[src/core/rtc_pkg.sv]
package rtc_pkg;

  // Core clock rate and the derived one-second count
  localparam int unsigned CLK_HZ = 10_000_000;
  localparam int unsigned TICK_PERIOD_S = 1;
  localparam int unsigned CYCLES_PER_SEC = TICK_PERIOD_S * CLK_HZ;
  localparam int unsigned DIV_W = 24;
  localparam int unsigned SECS_PER_MIN = 60;
  localparam int unsigned MIN_CNT_W = 6;

  // Alarm year counts from this base, field covers base to base + 63
  localparam int unsigned YEAR_BASE = 2000;
  localparam int unsigned YEAR_LAST = 2063;

  // Register port widths
  localparam int unsigned ADDR_W = 9;
  localparam int unsigned DATA_W = 8;
  localparam int unsigned SEC_CNT_W = 32;

  // Register offsets
  localparam logic [ADDR_W-1:0] ADDR_ALARM_SEC = 9'h046;
  localparam logic [ADDR_W-1:0] ADDR_ALARM_MIN = 9'h047;
  localparam logic [ADDR_W-1:0] ADDR_ALARM_HOUR = 9'h048;
  localparam logic [ADDR_W-1:0] ADDR_ALARM_DOM_FIELD = 9'h049;
  localparam logic [ADDR_W-1:0] ADDR_ALARM_MON_FIELD = 9'h04A;
  localparam logic [ADDR_W-1:0] ADDR_ALARM_YEAR = 9'h04B;
  localparam logic [ADDR_W-1:0] ADDR_SEC_CNT0 = 9'h04C;
  localparam logic [ADDR_W-1:0] ADDR_SEC_CNT1 = 9'h04D;
  localparam logic [ADDR_W-1:0] ADDR_SEC_CNT2 = 9'h04E;
  localparam logic [ADDR_W-1:0] ADDR_SEC_CNT3 = 9'h04F;

  // Control bit positions inside the month and year registers
  localparam int unsigned TICK_WAKE_BIT = 5;
  localparam int unsigned TICK_TYPE_BIT = 4;
  localparam int unsigned TICK_ON_BIT = 7;
  localparam int unsigned ALARM_ON_BIT = 6;

  // Calendar or alarm time, one field per unit
  typedef struct packed {
    logic [5:0] year;
    logic [3:0] mon;
    logic [4:0] dom;
    logic [4:0] hour;
    logic [5:0] min;
    logic [5:0] sec;
  } cal_time_t;

  // Tick and alarm controls
  typedef struct packed {
    logic tick_on;
    logic alarm_on;
    logic tick_wake;
    logic tick_type;
  } ctrl_t;

  // One register access per cycle
  typedef struct packed {
    logic wr;
    logic rd;
    logic [ADDR_W-1:0] addr;
    logic [DATA_W-1:0] wdata;
  } reg_req_t;

  // Reset values
  localparam cal_time_t ALARM_TIME_RST = '{year: 6'h00, mon: 4'h1, dom: 5'h01,
                                           hour: 5'h00, min: 6'h00, sec: 6'h00};
  localparam ctrl_t CTRL_RST = '{tick_on: 1'b0, alarm_on: 1'b0,
                                 tick_wake: 1'b0, tick_type: 1'b0};
  localparam logic [SEC_CNT_W-1:0] SEC_CNT_RST = 32'h0000_0000;

endpackage

[src/core/rtc_alarm_tick_seconds.sv]
`timescale 1ns/1ps
// Summary of operation
// - Alarm year is six bits, 2000 to 2063
// - Alarm time writes staged, committed by year write
// - Tick wakes chip only when wake bit set
// - Ticks generated only while tick enable set
// - Alarm compare and event only while enabled
// - Seconds count read as four ascending bytes
// - Low byte read latches upper three bytes
module rtc_alarm_tick_seconds #(
  parameter int unsigned CYCLES_PER_SEC_P = rtc_pkg::CYCLES_PER_SEC
) (
  input wire logic core_clk,
  input wire logic arst_n,
  input wire rtc_pkg::reg_req_t reg_req,
  input wire rtc_pkg::cal_time_t cal,
  input wire logic rtc_only_mode,
  output logic [rtc_pkg::DATA_W-1:0] reg_rdata,
  output logic reg_rvalid,
  output logic alarm_event,
  output logic tick_event,
  output logic wake_pulse
);
  import rtc_pkg::*;

  cal_time_t hold; // Staged alarm fields awaiting the year write
  cal_time_t next_hold;
  cal_time_t active; // Alarm time the comparator uses
  cal_time_t next_active;
  ctrl_t ctrl; // Tick and alarm controls, applied at once
  ctrl_t next_ctrl;
  logic [SEC_CNT_W-1:0] sec_count; // Free-running seconds
  logic [SEC_CNT_W-1:0] next_sec_count;
  logic [SEC_CNT_W-DATA_W-1:0] snap; // Upper bytes caught at low-byte read
  logic [SEC_CNT_W-DATA_W-1:0] next_snap;
  logic [DATA_W-1:0] next_rdata;
  logic next_rvalid;
  logic next_wake;
  logic sec_pulse; // One cycle per second from the divider
  logic wr_year; // Year write in this cycle
  logic rd_low; // Low seconds byte read in this cycle

  // Decodes used only by the commit and latch checks; the logic decodes the address itself
  assign wr_year = reg_req.wr && (reg_req.addr == ADDR_ALARM_YEAR);
  assign rd_low = reg_req.rd && (reg_req.addr == ADDR_SEC_CNT0);

  // Second enable from the core clock
  rtc_sec_divider #(
    .CYCLES(CYCLES_PER_SEC_P)
  ) rtc_sec_divider_i (
    .core_clk(core_clk),
    .arst_n(arst_n),
    .sec_pulse(sec_pulse)
  );

  // Tick and alarm event decisions
  rtc_event_gen rtc_event_gen_i (
    .core_clk(core_clk),
    .arst_n(arst_n),
    .sec_pulse(sec_pulse),
    .ctrl(ctrl),
    .alarm(active),
    .cal(cal),
    .alarm_event(alarm_event),
    .tick_event(tick_event)
  );

  // Register writes: alarm time staged, controls immediate
  always_comb begin
    next_hold = hold;
    next_active = active;
    next_ctrl = ctrl;
    if (reg_req.wr) begin
      case (reg_req.addr)
        // Time fields land in the holding copy only
        ADDR_ALARM_SEC: begin
          next_hold.sec = reg_req.wdata[5:0];
        end
        ADDR_ALARM_MIN: begin
          next_hold.min = reg_req.wdata[5:0];
        end
        ADDR_ALARM_HOUR: begin
          next_hold.hour = reg_req.wdata[4:0];
        end
        ADDR_ALARM_DOM_FIELD: begin
          next_hold.dom = reg_req.wdata[4:0];
        end
        ADDR_ALARM_MON_FIELD: begin
          next_hold.mon = reg_req.wdata[3:0];
          // Wake permission and period are not staged
          next_ctrl.tick_wake = reg_req.wdata[TICK_WAKE_BIT];
          next_ctrl.tick_type = reg_req.wdata[TICK_TYPE_BIT];
        end
        ADDR_ALARM_YEAR: begin
          // Year write commits the staged fields together
          next_hold.year = reg_req.wdata[5:0];
          next_active = hold;
          next_active.year = reg_req.wdata[5:0];
          next_ctrl.tick_on = reg_req.wdata[TICK_ON_BIT];
          next_ctrl.alarm_on = reg_req.wdata[ALARM_ON_BIT];
        end
        default: begin
          // Read-only or unmapped: write is dropped
        end
      endcase
    end
  end

  // Alarm time and controls; reset gives a valid calendar date
  always_ff @(posedge core_clk or negedge arst_n) begin
    if (!arst_n) begin
      hold <= ALARM_TIME_RST;
      active <= ALARM_TIME_RST;
      ctrl <= CTRL_RST;
    end else begin
      hold <= next_hold;
      active <= next_active;
      ctrl <= next_ctrl;
    end
  end

  // Register reads, answered one cycle after the strobe
  always_comb begin
    next_rdata = reg_rdata;
    next_rvalid = reg_req.rd;
    next_snap = snap;
    if (reg_req.rd) begin
      case (reg_req.addr)
        // Alarm reads show the committed alarm time
        ADDR_ALARM_SEC: begin
          next_rdata = {2'b00, active.sec};
        end
        ADDR_ALARM_MIN: begin
          next_rdata = {2'b00, active.min};
        end
        ADDR_ALARM_HOUR: begin
          next_rdata = {3'b000, active.hour};
        end
        ADDR_ALARM_DOM_FIELD: begin
          next_rdata = {3'b000, active.dom};
        end
        ADDR_ALARM_MON_FIELD: begin
          next_rdata = {2'b00, ctrl.tick_wake, ctrl.tick_type, active.mon};
        end
        ADDR_ALARM_YEAR: begin
          next_rdata = {ctrl.tick_on, ctrl.alarm_on, active.year};
        end
        ADDR_SEC_CNT0: begin
          // Latch costs 24 flops but stops a carry tearing the count apart
          // Live low byte, upper bytes frozen for the following reads
          next_rdata = sec_count[7:0];
          next_snap = sec_count[SEC_CNT_W-1:DATA_W];
        end
        ADDR_SEC_CNT1: begin
          next_rdata = snap[7:0];
        end
        ADDR_SEC_CNT2: begin
          next_rdata = snap[15:8];
        end
        ADDR_SEC_CNT3: begin
          next_rdata = snap[23:16];
        end
        default: begin
          // Unmapped reads return zero
          next_rdata = 8'h00;
        end
      endcase
    end
  end

  // Read data and latch; read data holds between reads
  always_ff @(posedge core_clk or negedge arst_n) begin
    if (!arst_n) begin
      reg_rdata <= 8'h00;
      reg_rvalid <= 1'b0;
      snap <= '0;
    end else begin
      reg_rdata <= next_rdata;
      reg_rvalid <= next_rvalid;
      snap <= next_snap;
    end
  end

  // Seconds counter and wake request
  always_comb begin
    next_sec_count = sec_pulse ? sec_count + SEC_CNT_W'(1) : sec_count;
    // In rtc-only mode ticks wake only with permission; alarms always wake
    next_wake = rtc_only_mode && (alarm_event || (tick_event && ctrl.tick_wake));
  end

  // Count and wake registered so both stand a full cycle
  always_ff @(posedge core_clk or negedge arst_n) begin
    if (!arst_n) begin
      sec_count <= SEC_CNT_RST;
      wake_pulse <= 1'b0;
    end else begin
      sec_count <= next_sec_count;
      wake_pulse <= next_wake;
    end
  end

  // Register side checks; event checks sit in the event generator
  property p_stage_no_commit;
    @(posedge core_clk) disable iff (!arst_n)
    reg_req.wr && !wr_year |=> $stable(active);
  endproperty
  a_stage_no_commit: assert property (p_stage_no_commit)
    else $error("alarm time changed without a year write");

  property p_year_commit;
    @(posedge core_clk) disable iff (!arst_n)
    wr_year |=> active == {$past(reg_req.wdata[5:0]), $past(hold.mon), $past(hold.dom),
                           $past(hold.hour), $past(hold.min), $past(hold.sec)};
  endproperty
  a_year_commit: assert property (p_year_commit)
    else $error("year write did not commit staged fields");

  property p_year_readback;
    @(posedge core_clk) disable iff (!arst_n)
    wr_year ##1 !reg_req.wr ##1
      (reg_req.rd && reg_req.addr == ADDR_ALARM_YEAR && !reg_req.wr)
      |=> reg_rdata == $past(reg_req.wdata, 3);
  endproperty
  a_year_readback: assert property (p_year_readback)
    else $error("year register readback mismatch");

  property p_wake_needs_cause;
    @(posedge core_clk) disable iff (!arst_n)
    wake_pulse |-> $past(rtc_only_mode) && ($past(alarm_event) ||
                   ($past(tick_event) && $past(ctrl.tick_wake)));
  endproperty
  a_wake_needs_cause: assert property (p_wake_needs_cause)
    else $error("wake without permitted cause");

  property p_tick_wakes;
    @(posedge core_clk) disable iff (!arst_n)
    tick_event && ctrl.tick_wake && rtc_only_mode |=> wake_pulse;
  endproperty
  a_tick_wakes: assert property (p_tick_wakes)
    else $error("permitted tick failed to wake");

  property p_low_byte_live;
    @(posedge core_clk) disable iff (!arst_n)
    rd_low |=> reg_rvalid && reg_rdata == $past(sec_count[7:0]) &&
               snap == $past(sec_count[SEC_CNT_W-1:DATA_W]);
  endproperty
  a_low_byte_live: assert property (p_low_byte_live)
    else $error("low byte read or latch wrong");

  property p_snap_only_on_low_read;
    @(posedge core_clk) disable iff (!arst_n)
    !$stable(snap) |-> $past(rd_low);
  endproperty
  a_snap_only_on_low_read: assert property (p_snap_only_on_low_read)
    else $error("upper-byte latch moved without low-byte read");

  property p_top_byte_from_snap;
    @(posedge core_clk) disable iff (!arst_n)
    reg_req.rd && reg_req.addr == ADDR_SEC_CNT3 |=> reg_rdata == $past(snap[23:16]);
  endproperty
  a_top_byte_from_snap: assert property (p_top_byte_from_snap)
    else $error("top byte not from latch");

  property p_byte1_from_snap;
    @(posedge core_clk) disable iff (!arst_n)
    reg_req.rd && reg_req.addr == ADDR_SEC_CNT1 |=> reg_rdata == $past(snap[7:0]);
  endproperty
  a_byte1_from_snap: assert property (p_byte1_from_snap)
    else $error("byte one not from latch");

  property p_byte2_from_snap;
    @(posedge core_clk) disable iff (!arst_n)
    reg_req.rd && reg_req.addr == ADDR_SEC_CNT2 |=> reg_rdata == $past(snap[15:8]);
  endproperty
  a_byte2_from_snap: assert property (p_byte2_from_snap)
    else $error("byte two not from latch");

  property p_read_answer;
    @(posedge core_clk) disable iff (!arst_n)
    reg_req.rd |=> reg_rvalid;
  endproperty
  a_read_answer: assert property (p_read_answer)
    else $error("read strobe got no answer");

  property p_rvalid_cause;
    @(posedge core_clk) disable iff (!arst_n)
    reg_rvalid |-> $past(reg_req.rd);
  endproperty
  a_rvalid_cause: assert property (p_rvalid_cause)
    else $error("read answer without a read");

  property p_sec_count_step;
    @(posedge core_clk) disable iff (!arst_n)
    sec_pulse |=> sec_count == $past(sec_count) + SEC_CNT_W'(1);
  endproperty
  a_sec_count_step: assert property (p_sec_count_step)
    else $error("seconds count missed a second");

  property p_wake_bit_live;
    @(posedge core_clk) disable iff (!arst_n)
    reg_req.wr && reg_req.addr == ADDR_ALARM_MON_FIELD |=>
      ctrl.tick_wake == $past(reg_req.wdata[TICK_WAKE_BIT]);
  endproperty
  a_wake_bit_live: assert property (p_wake_bit_live)
    else $error("tick wake bit not applied at once");

  property p_enables_on_year;
    @(posedge core_clk) disable iff (!arst_n)
    wr_year |=> ctrl.tick_on == $past(reg_req.wdata[TICK_ON_BIT]) &&
                ctrl.alarm_on == $past(reg_req.wdata[ALARM_ON_BIT]);
  endproperty
  a_enables_on_year: assert property (p_enables_on_year)
    else $error("enables not taken from year write");
endmodule

[src/core/rtc_event_gen.sv]
`timescale 1ns/1ps
module rtc_event_gen (
  input wire logic core_clk,
  input wire logic arst_n,
  input wire logic sec_pulse,
  input wire rtc_pkg::ctrl_t ctrl,
  input wire rtc_pkg::cal_time_t alarm,
  input wire rtc_pkg::cal_time_t cal,
  output logic alarm_event,
  output logic tick_event
);
  import rtc_pkg::*;

  logic [MIN_CNT_W-1:0] sec_in_min; // Seconds into the current tick minute
  logic [MIN_CNT_W-1:0] next_sec_in_min;
  logic next_alarm_event;
  logic next_tick_event;
  logic min_wrap;

  // Minute boundary and event decisions, all sampled on the second pulse
  always_comb begin
    min_wrap = (sec_in_min == MIN_CNT_W'(SECS_PER_MIN - 1));
    next_sec_in_min = sec_in_min;
    if (sec_pulse) begin
      next_sec_in_min = min_wrap ? '0 : sec_in_min + MIN_CNT_W'(1);
    end
    // Ticks only while enabled; period chosen by tick type
    next_tick_event = sec_pulse && ctrl.tick_on && (!ctrl.tick_type || min_wrap);
    // Alarm compare only runs while enabled
    next_alarm_event = sec_pulse && ctrl.alarm_on && (cal == alarm);
  end

  // Pulses registered so each stands exactly one cycle
  always_ff @(posedge core_clk or negedge arst_n) begin
    if (!arst_n) begin
      sec_in_min <= '0;
      alarm_event <= 1'b0;
      tick_event <= 1'b0;
    end else begin
      sec_in_min <= next_sec_in_min;
      alarm_event <= next_alarm_event;
      tick_event <= next_tick_event;
    end
  end

  property p_tick_needs_enable;
    @(posedge core_clk) disable iff (!arst_n)
    tick_event |-> $past(ctrl.tick_on) && $past(sec_pulse);
  endproperty
  a_tick_needs_enable: assert property (p_tick_needs_enable)
    else $error("tick raised without tick enable");

  property p_alarm_match;
    @(posedge core_clk) disable iff (!arst_n)
    sec_pulse && ctrl.alarm_on && (cal == alarm) |=> alarm_event;
  endproperty
  a_alarm_match: assert property (p_alarm_match)
    else $error("alarm missed on match");

  property p_alarm_needs_enable;
    @(posedge core_clk) disable iff (!arst_n)
    alarm_event |-> $past(ctrl.alarm_on) && ($past(cal) == $past(alarm));
  endproperty
  a_alarm_needs_enable: assert property (p_alarm_needs_enable)
    else $error("alarm raised while disabled or mismatched");

  property p_tick_every_second;
    @(posedge core_clk) disable iff (!arst_n)
    sec_pulse && ctrl.tick_on && !ctrl.tick_type |=> tick_event;
  endproperty
  a_tick_every_second: assert property (p_tick_every_second)
    else $error("per-second tick missing");

  property p_tick_minute_only;
    @(posedge core_clk) disable iff (!arst_n)
    tick_event && $past(ctrl.tick_type) |-> $past(sec_in_min) == MIN_CNT_W'(SECS_PER_MIN - 1);
  endproperty
  a_tick_minute_only: assert property (p_tick_minute_only)
    else $error("minute tick off its boundary");
endmodule

[src/core/rtc_sec_divider.sv]
`timescale 1ns/1ps
module rtc_sec_divider #(
  parameter int unsigned CYCLES = rtc_pkg::CYCLES_PER_SEC
) (
  input wire logic core_clk,
  input wire logic arst_n,
  output logic sec_pulse
);
  import rtc_pkg::*;

  logic [DIV_W-1:0] cnt; // Cycles into the current second
  logic [DIV_W-1:0] next_cnt;
  logic next_sec_pulse;

  // Wrap at the end of each second and flag it for one cycle
  always_comb begin
    next_sec_pulse = 1'b0;
    if (cnt == DIV_W'(CYCLES - 1)) begin
      next_cnt = '0;
      next_sec_pulse = 1'b1;
    end else begin
      next_cnt = cnt + DIV_W'(1);
    end
  end

  // Registered so the pulse is glitch free
  always_ff @(posedge core_clk or negedge arst_n) begin
    if (!arst_n) begin
      cnt <= '0;
      sec_pulse <= 1'b0;
    end else begin
      cnt <= next_cnt;
      sec_pulse <= next_sec_pulse;
    end
  end
endmodule

[config.mk]
export PLATFORM = sky130hd
export DESIGN_NAME = rtc_alarm_tick_seconds
export DESIGN_NICKNAME = d
export VERILOG_FILES = /design/src/core/rtc_pkg.sv /design/src/core/rtc_alarm_tick_seconds.sv /design/src/core/rtc_event_gen.sv /design/src/core/rtc_sec_divider.sv
export SDC_FILE = /design/constraint.sdc
export NUM_CORES = 1
export LEC_CHECK = 0
export ABC_AREA = 1
export BUFFER_PORTS_ARGS = -buffer_cell sky130_fd_sc_hd__buf_2
export CAP_MARGIN = 15
export CORE_MARGIN = 4
export CORE_UTILIZATION = 40
export DETAILED_ROUTE_END_ITERATION = 8
export HOLD_SLACK_MARGIN = 0.08
export MAX_ROUTING_LAYER = met4
export PLACE_DENSITY = 0.54
export SETUP_SLACK_MARGIN = 0.15
export SLEW_MARGIN = 25
export SYNTH_ARGS = -nofsm -noshare
export SYNTH_HDL_FRONTEND = slang
export SYNTH_SLANG_ARGS = --single-unit
[constraint.sdc]
create_clock -name core_clk -period 2.05 [get_ports core_clk]
set_input_delay 0.3075 -clock core_clk [delete_from_list [all_inputs] [get_ports core_clk]]
set_output_delay 0.3075 -clock core_clk [all_outputs]
set_load 0.01 [all_outputs]
# Yosys cells after proc, flatten, opt, wreduce, memory -nomap -nowiden
# Index checks and enable logic that the tools add are counted.
# classes
reduce_logical	16
muxes	4
addsub	3
eq_ne	13
# op_table
cell	count
== test 9 x 7 -> 1 bit (second input constant)	10
one-hot mux 8 bit (10 select lines)	1
adder 32 x 1 -> 32 bit (second input constant)	1
== test 32 bit	1
adder 24 x 1 -> 24 bit (second input constant)	1
== test 24 bit (second input constant)	1
two-way mux 24 bit	1
AND reduction 2 bit	7
adder 6 x 1 -> 6 bit (second input constant)	1
== test 6 bit (second input constant)	1
logical AND 1 bit	6
two-way mux 6 bit	1
logical OR 1 bit	2
logical NOT 1 bit	1
two-way mux 1 bit	1
# word_totals
regBits	161
word_cells	61
input_bits	54
out_inout_bits	12

# Logic depth before layout (Yosys ltp)
# logic_depth
ltp_word	3
ltp_mapped	11
ltp_nobuf	11

# Modules after synthesis
# A second synthesis with hierarchy kept.
# hier_totals
hier_cells	1098
area_unflattened_um2	8732.1
# by_module_without_submodules
module	area_each_um2	cells_per_inst	n_inst	seq_area_each_um2
rtc_alarm_tick_seconds	6247.2	708	1	3208.1
rtc_sec_divider	1511.4	211	1	625.6
rtc_event_gen	973.4	179	1	200.2

# Worst setup path before layout
# OpenSTA, ideal clock, no wires.
# synth_timing
path_type	reg-to-reg
startpoint	register rtc_sec_divider_i.cnt[0]
endpoint	register rtc_sec_divider_i.cnt[22]
setup_time_ps	117
path_stages_with_launch	11
arrival_time_ps	1444
synth_period_minus_slack_ps	1561
n_path_buf	0
slack_ps	489
cell_sequence	dfrtp_1 -> ha_1 -> nand2_1 -> nor2_1 -> nand4_2 -> nor2_1 -> nand2_1 -> nor2_1 -> nand2_1 -> nand2_1 -> nor2_1
# synth_via
elab_chain_len	2
# synth_lines
item	line	rtl
start: declaration	rtc_sec_divider.sv:11	logic [DIV_W-1:0] cnt;
start signal: assignment	rtc_sec_divider.sv:32	cnt <= next_cnt;
adder 24 x 1 -> 24 bit or == test 24 bit (tied branches)	rtc_sec_divider.sv:22, rtc_sec_divider.sv:18	
two-way mux 24 bit (*)	rtc_sec_divider.sv:18	if (cnt == DIV_W'(CYCLES - 1)) begin
named net rtc_sec_divider_i.next_cnt[22]	rtc_sec_divider.sv:12	logic [DIV_W-1:0] next_cnt;
# The timed path passes the listed nets; every way through them passes the cells marked *.
# A chain may end at the register's enable or synchronous reset.

# Worst setup path after layout
# layout_timing
startpoint	register rtc_sec_divider_i.cnt[0]
endpoint	register rtc_sec_divider_i.cnt[0]
# The elaborated chain is that of the path after synthesis.

==> run_results.csv <==
group,metric,value,unit
outcome,outcome,"complete, no violations",
route,ant_nets,0,
final_layout,layout-drive-gt1-share,0.1664,
clock_network,cts.clk_slew.worst_paths,0.07,ns
floorplan,die_area,23060,um2
clock_network,cts_tree,"done",
logic_synthesis,synth_cell_types,41,
grt,track_usage,0.1998,
floorplan,rows,52,
critical_path,endpoint_kind,"flip-flop",
pwr,pwr-share-clk,0.489,
critical_path,path_class,"flip-flop to flip-flop",
logic_synthesis,ys_warn_count,0,
floorplan,start_util,0.4078,
floorplan,core_area,20300,um2
timing,slew_viol_final,0,
logic_synthesis,synth_top_area_share,0.4746,
timing,setup_violations,0,
logic_synthesis,synth_common_cells,"nand2_1, dfrtp_1, inv_1",
clock_network,cts_root_buf,"clkbuf_16",
pwr,peakVddDrop,0.0005417,V
pwr,internal_power,0.005261,W
logic_synthesis,synthArstFlopShare,1.000,
logic_synthesis,synth_nets,1062,
grt,grt_first_pass_wirelength,35.95,mm
pwr,power_frac_comb,0.043,
placement,dp_hpwl,16.58,mm
critical_path,worstPathRequired,2.37,ns
final_layout,area_delta_synth_final,17.26,%
pwr,p_leak,4.855,nW
logic_synthesis,yosys-top-cells-area,"dfrtp_1, nand2_1, inv_1, nand4_1, nor2_1",
final_layout,final_nets,1144,
route,drtIter0Drc,487,
grt,grt_max_degree,43,
timing,rsz0062_at_grt,"yes",
critical_path,cp_max_fo,10,
logic_synthesis,synthFlopType,"dfrtp_1",
clock_network,worstSkewPairLatency,0.43,ns
floorplan,die_w,151.9,um
grt,grt_pass1_vias,6608,
logic_synthesis,synth_cells,1005,
timing,hold_viol,0,
clock_network,htree_levels,4,
route,drc,0,
placement,numPortBuffers,65,
clock_network,clockBufferDepth,2,
min_path,holdCritPathClass,"input pin to flip-flop",
clock_network,cts.sink_count,161,
floorplan,ios,66,
run,drv_cap,0,
pwr,power_frac_seq,0.468,
critical_path,worstPathArrival,2.07,ns
route,wl,22.01,mm
grt,grt_overflow,0,
timing,finClkSkew,0.007650,ns
placement,gp_routability_congestion,0.8767,
timing,period_needed,1.742,ns
logic_synthesis,syn_area,8278,um2
grt,antenna_found_initial,0,
logic_synthesis,avgSynthCellArea,8.237,um2
route,wire_per_inst,16.05,um
timing,holdWs,0.1134,ns
route,vias,6821,
critical_path,cp-start-kind,"flip-flop",
logic_synthesis,synth-edff-count,0,
timing,post-route-period-util,0.8500,
logic_synthesis,yosysSeqAreaShare,0.4873,
logic_synthesis,yosys.cell_count.top_type,"nand2_1",
pwr,p_sw_frac,0.2358,
pwr,power.density,709.2,nW/um2
final_layout,postLayoutCoreUtil,0.4782,
logic_synthesis,synth-seq-cells,161,
timing,slew_headroom,0.6099,
route,dr.pass1.iters,5,
pwr,switchingPower,0.001623,W
clock_network,post-cts-setup-buffers,0,
clock_network,cts_buffers,17,
timing,tns,0,ns
timing,max_clock_freq,573.9,MHz
logic_synthesis,synth_largest_area_cell,"dfrtp_1",
route,vias_per_cell,4.975,
timing,tightest_slew,0.5798,ns
floorplan,die_y,151.9,um
-- final timing paths --
path | from | endpoint | slack [ns] | depth (start not counted)
min in group asynchronous | arst_n | snap[8] | 0.38 | 2
hold / removal | reg_req[7] | ctrl[3] | 0.11 | 2
setup reg to reg | rtc_sec_divider_i.cnt[0] | rtc_sec_divider_i.cnt[0] | 0.31 | 9
setup / recovery | rtc_sec_divider_i.cnt[0] | rtc_sec_divider_i.cnt[0] | 0.31 | 9
max in group asynchronous | arst_n | active[22] | 1.06 | 3
hold reg to reg | reg_rdata[4] | reg_rdata[4] | 0.47 | 2
-- critical path, cell delays in order (launching register included) --
cell and delay, ns:
dfrtp_1 0.37, ha_1 0.19, nand2_1 0.06, nor2_1 0.21, nand3_1 0.16, nor2_2 0.18
nand3_4 0.16, inv_1 0.16, or2_2 0.12, inv_1 0.03
-- kinds of logic (layout without fill, tap and decap cells) --
logic type               Yosys count  count (layout)  share of synthesized area
multiplexers                      29              29                    0.04943
other                              0               1                          0
XOR/XNOR                          43              43                    0.04550
AND/OR/NAND/NOR                  523             523                     0.2808
buffers and inverters            149             244                    0.07089
flip-flops                       161             161                     0.4873
AO/OA/AOI/OAI                     97              97                    0.06152
adder cells (fa/ha/maj)            3               3                   0.004535
-- power by group through the flow --
| stage | registers, W | clock network (W) | logic (W) |
|---|---|---|---|
| after global placement | 0.00328 | 0 | 0.000299 |
| after CTS | 0.00322 | 0.00345 | 0.000305 |
| after detailed placement | 0.00328 | 0 | 0.000300 |
| after global routing | 0.00322 | 0.00360 | 0.000340 |
| after floorplan | 0.00327 | 0 | 0.000117 |
| final | 0.00322 | 0.00336 | 0.000298 |
-- cell usage in the layout, fill, tap and decap left out, types with 33 or more instances in the layout --
cell and count:
o21ai_0 42, nand3_1 49, xor2_1 33, inv_1 118
buf_2 64, nor2_1 99, nand4_1 65, o21ai_1 34
nand2_1 260, dfrtp_1 154
-- repair_timing --
item                                    4_1_cts  5_1_grt
hold endpoints to repair                     39        0
hold buffers                                  2        0
gates resized for setup                       0        8
endpoints found under the setup margin        0        9
-- layer usage --
| layer | vias up | share of wire | GRT usage |
|---|---|---|---|
| met4 | 0 | 0.0095 | 0.03981 |
| met5 | - | 0 | - |
| met2 | 163 | 0.44 | 0.2913 |
| met1 | 3200 | 0.50 | 0.2911 |
| li1 | 3446 | - | - |
| met3 | 12 | 0.048 | 0.04152 |
-- state kept, by name, indices dropped and copies added (netlist names), 4 cells and up --
| register | count |
|---|---|
| active | 32 |
| ctrl | 4 |
| hold | 26 |
| reg_rdata | 8 |
| rtc_event_gen_i.sec_in_min | 6 |
| rtc_sec_divider_i.cnt | 24 |
| sec_count | 32 |
| snap | 24 |
-- metrics by stage --
stage                     power (W)  setup WS, ns  area, um2  std cells
final                      0.006884        0.3075       9707       1371
after global routing       0.007162        0.1076       9704       1370
after global placement     0.003580        0.2709       9041       1336
after CTS                  0.006972        0.2282       9683       1370
after detailed placement   0.003582        0.2349       9041       1336
after floorplan            0.003390        0.4891       8278       1005
-- cell type report --
cell class | instances | area [um2]
fillers | 2051 | 10590
multi-input cells | 695 | 3675
diodes | 1 | 2.502
clock buffers | 17 | 425.4
flip-flops and latches | 161 | 4038
clock inverters | 15 | 196.4
inverters | 122 | 457.9
repair buffers | 90 | 574.3
well taps | 270 | 337.8
Note: power is estimated with default switching activity, not from simulation.
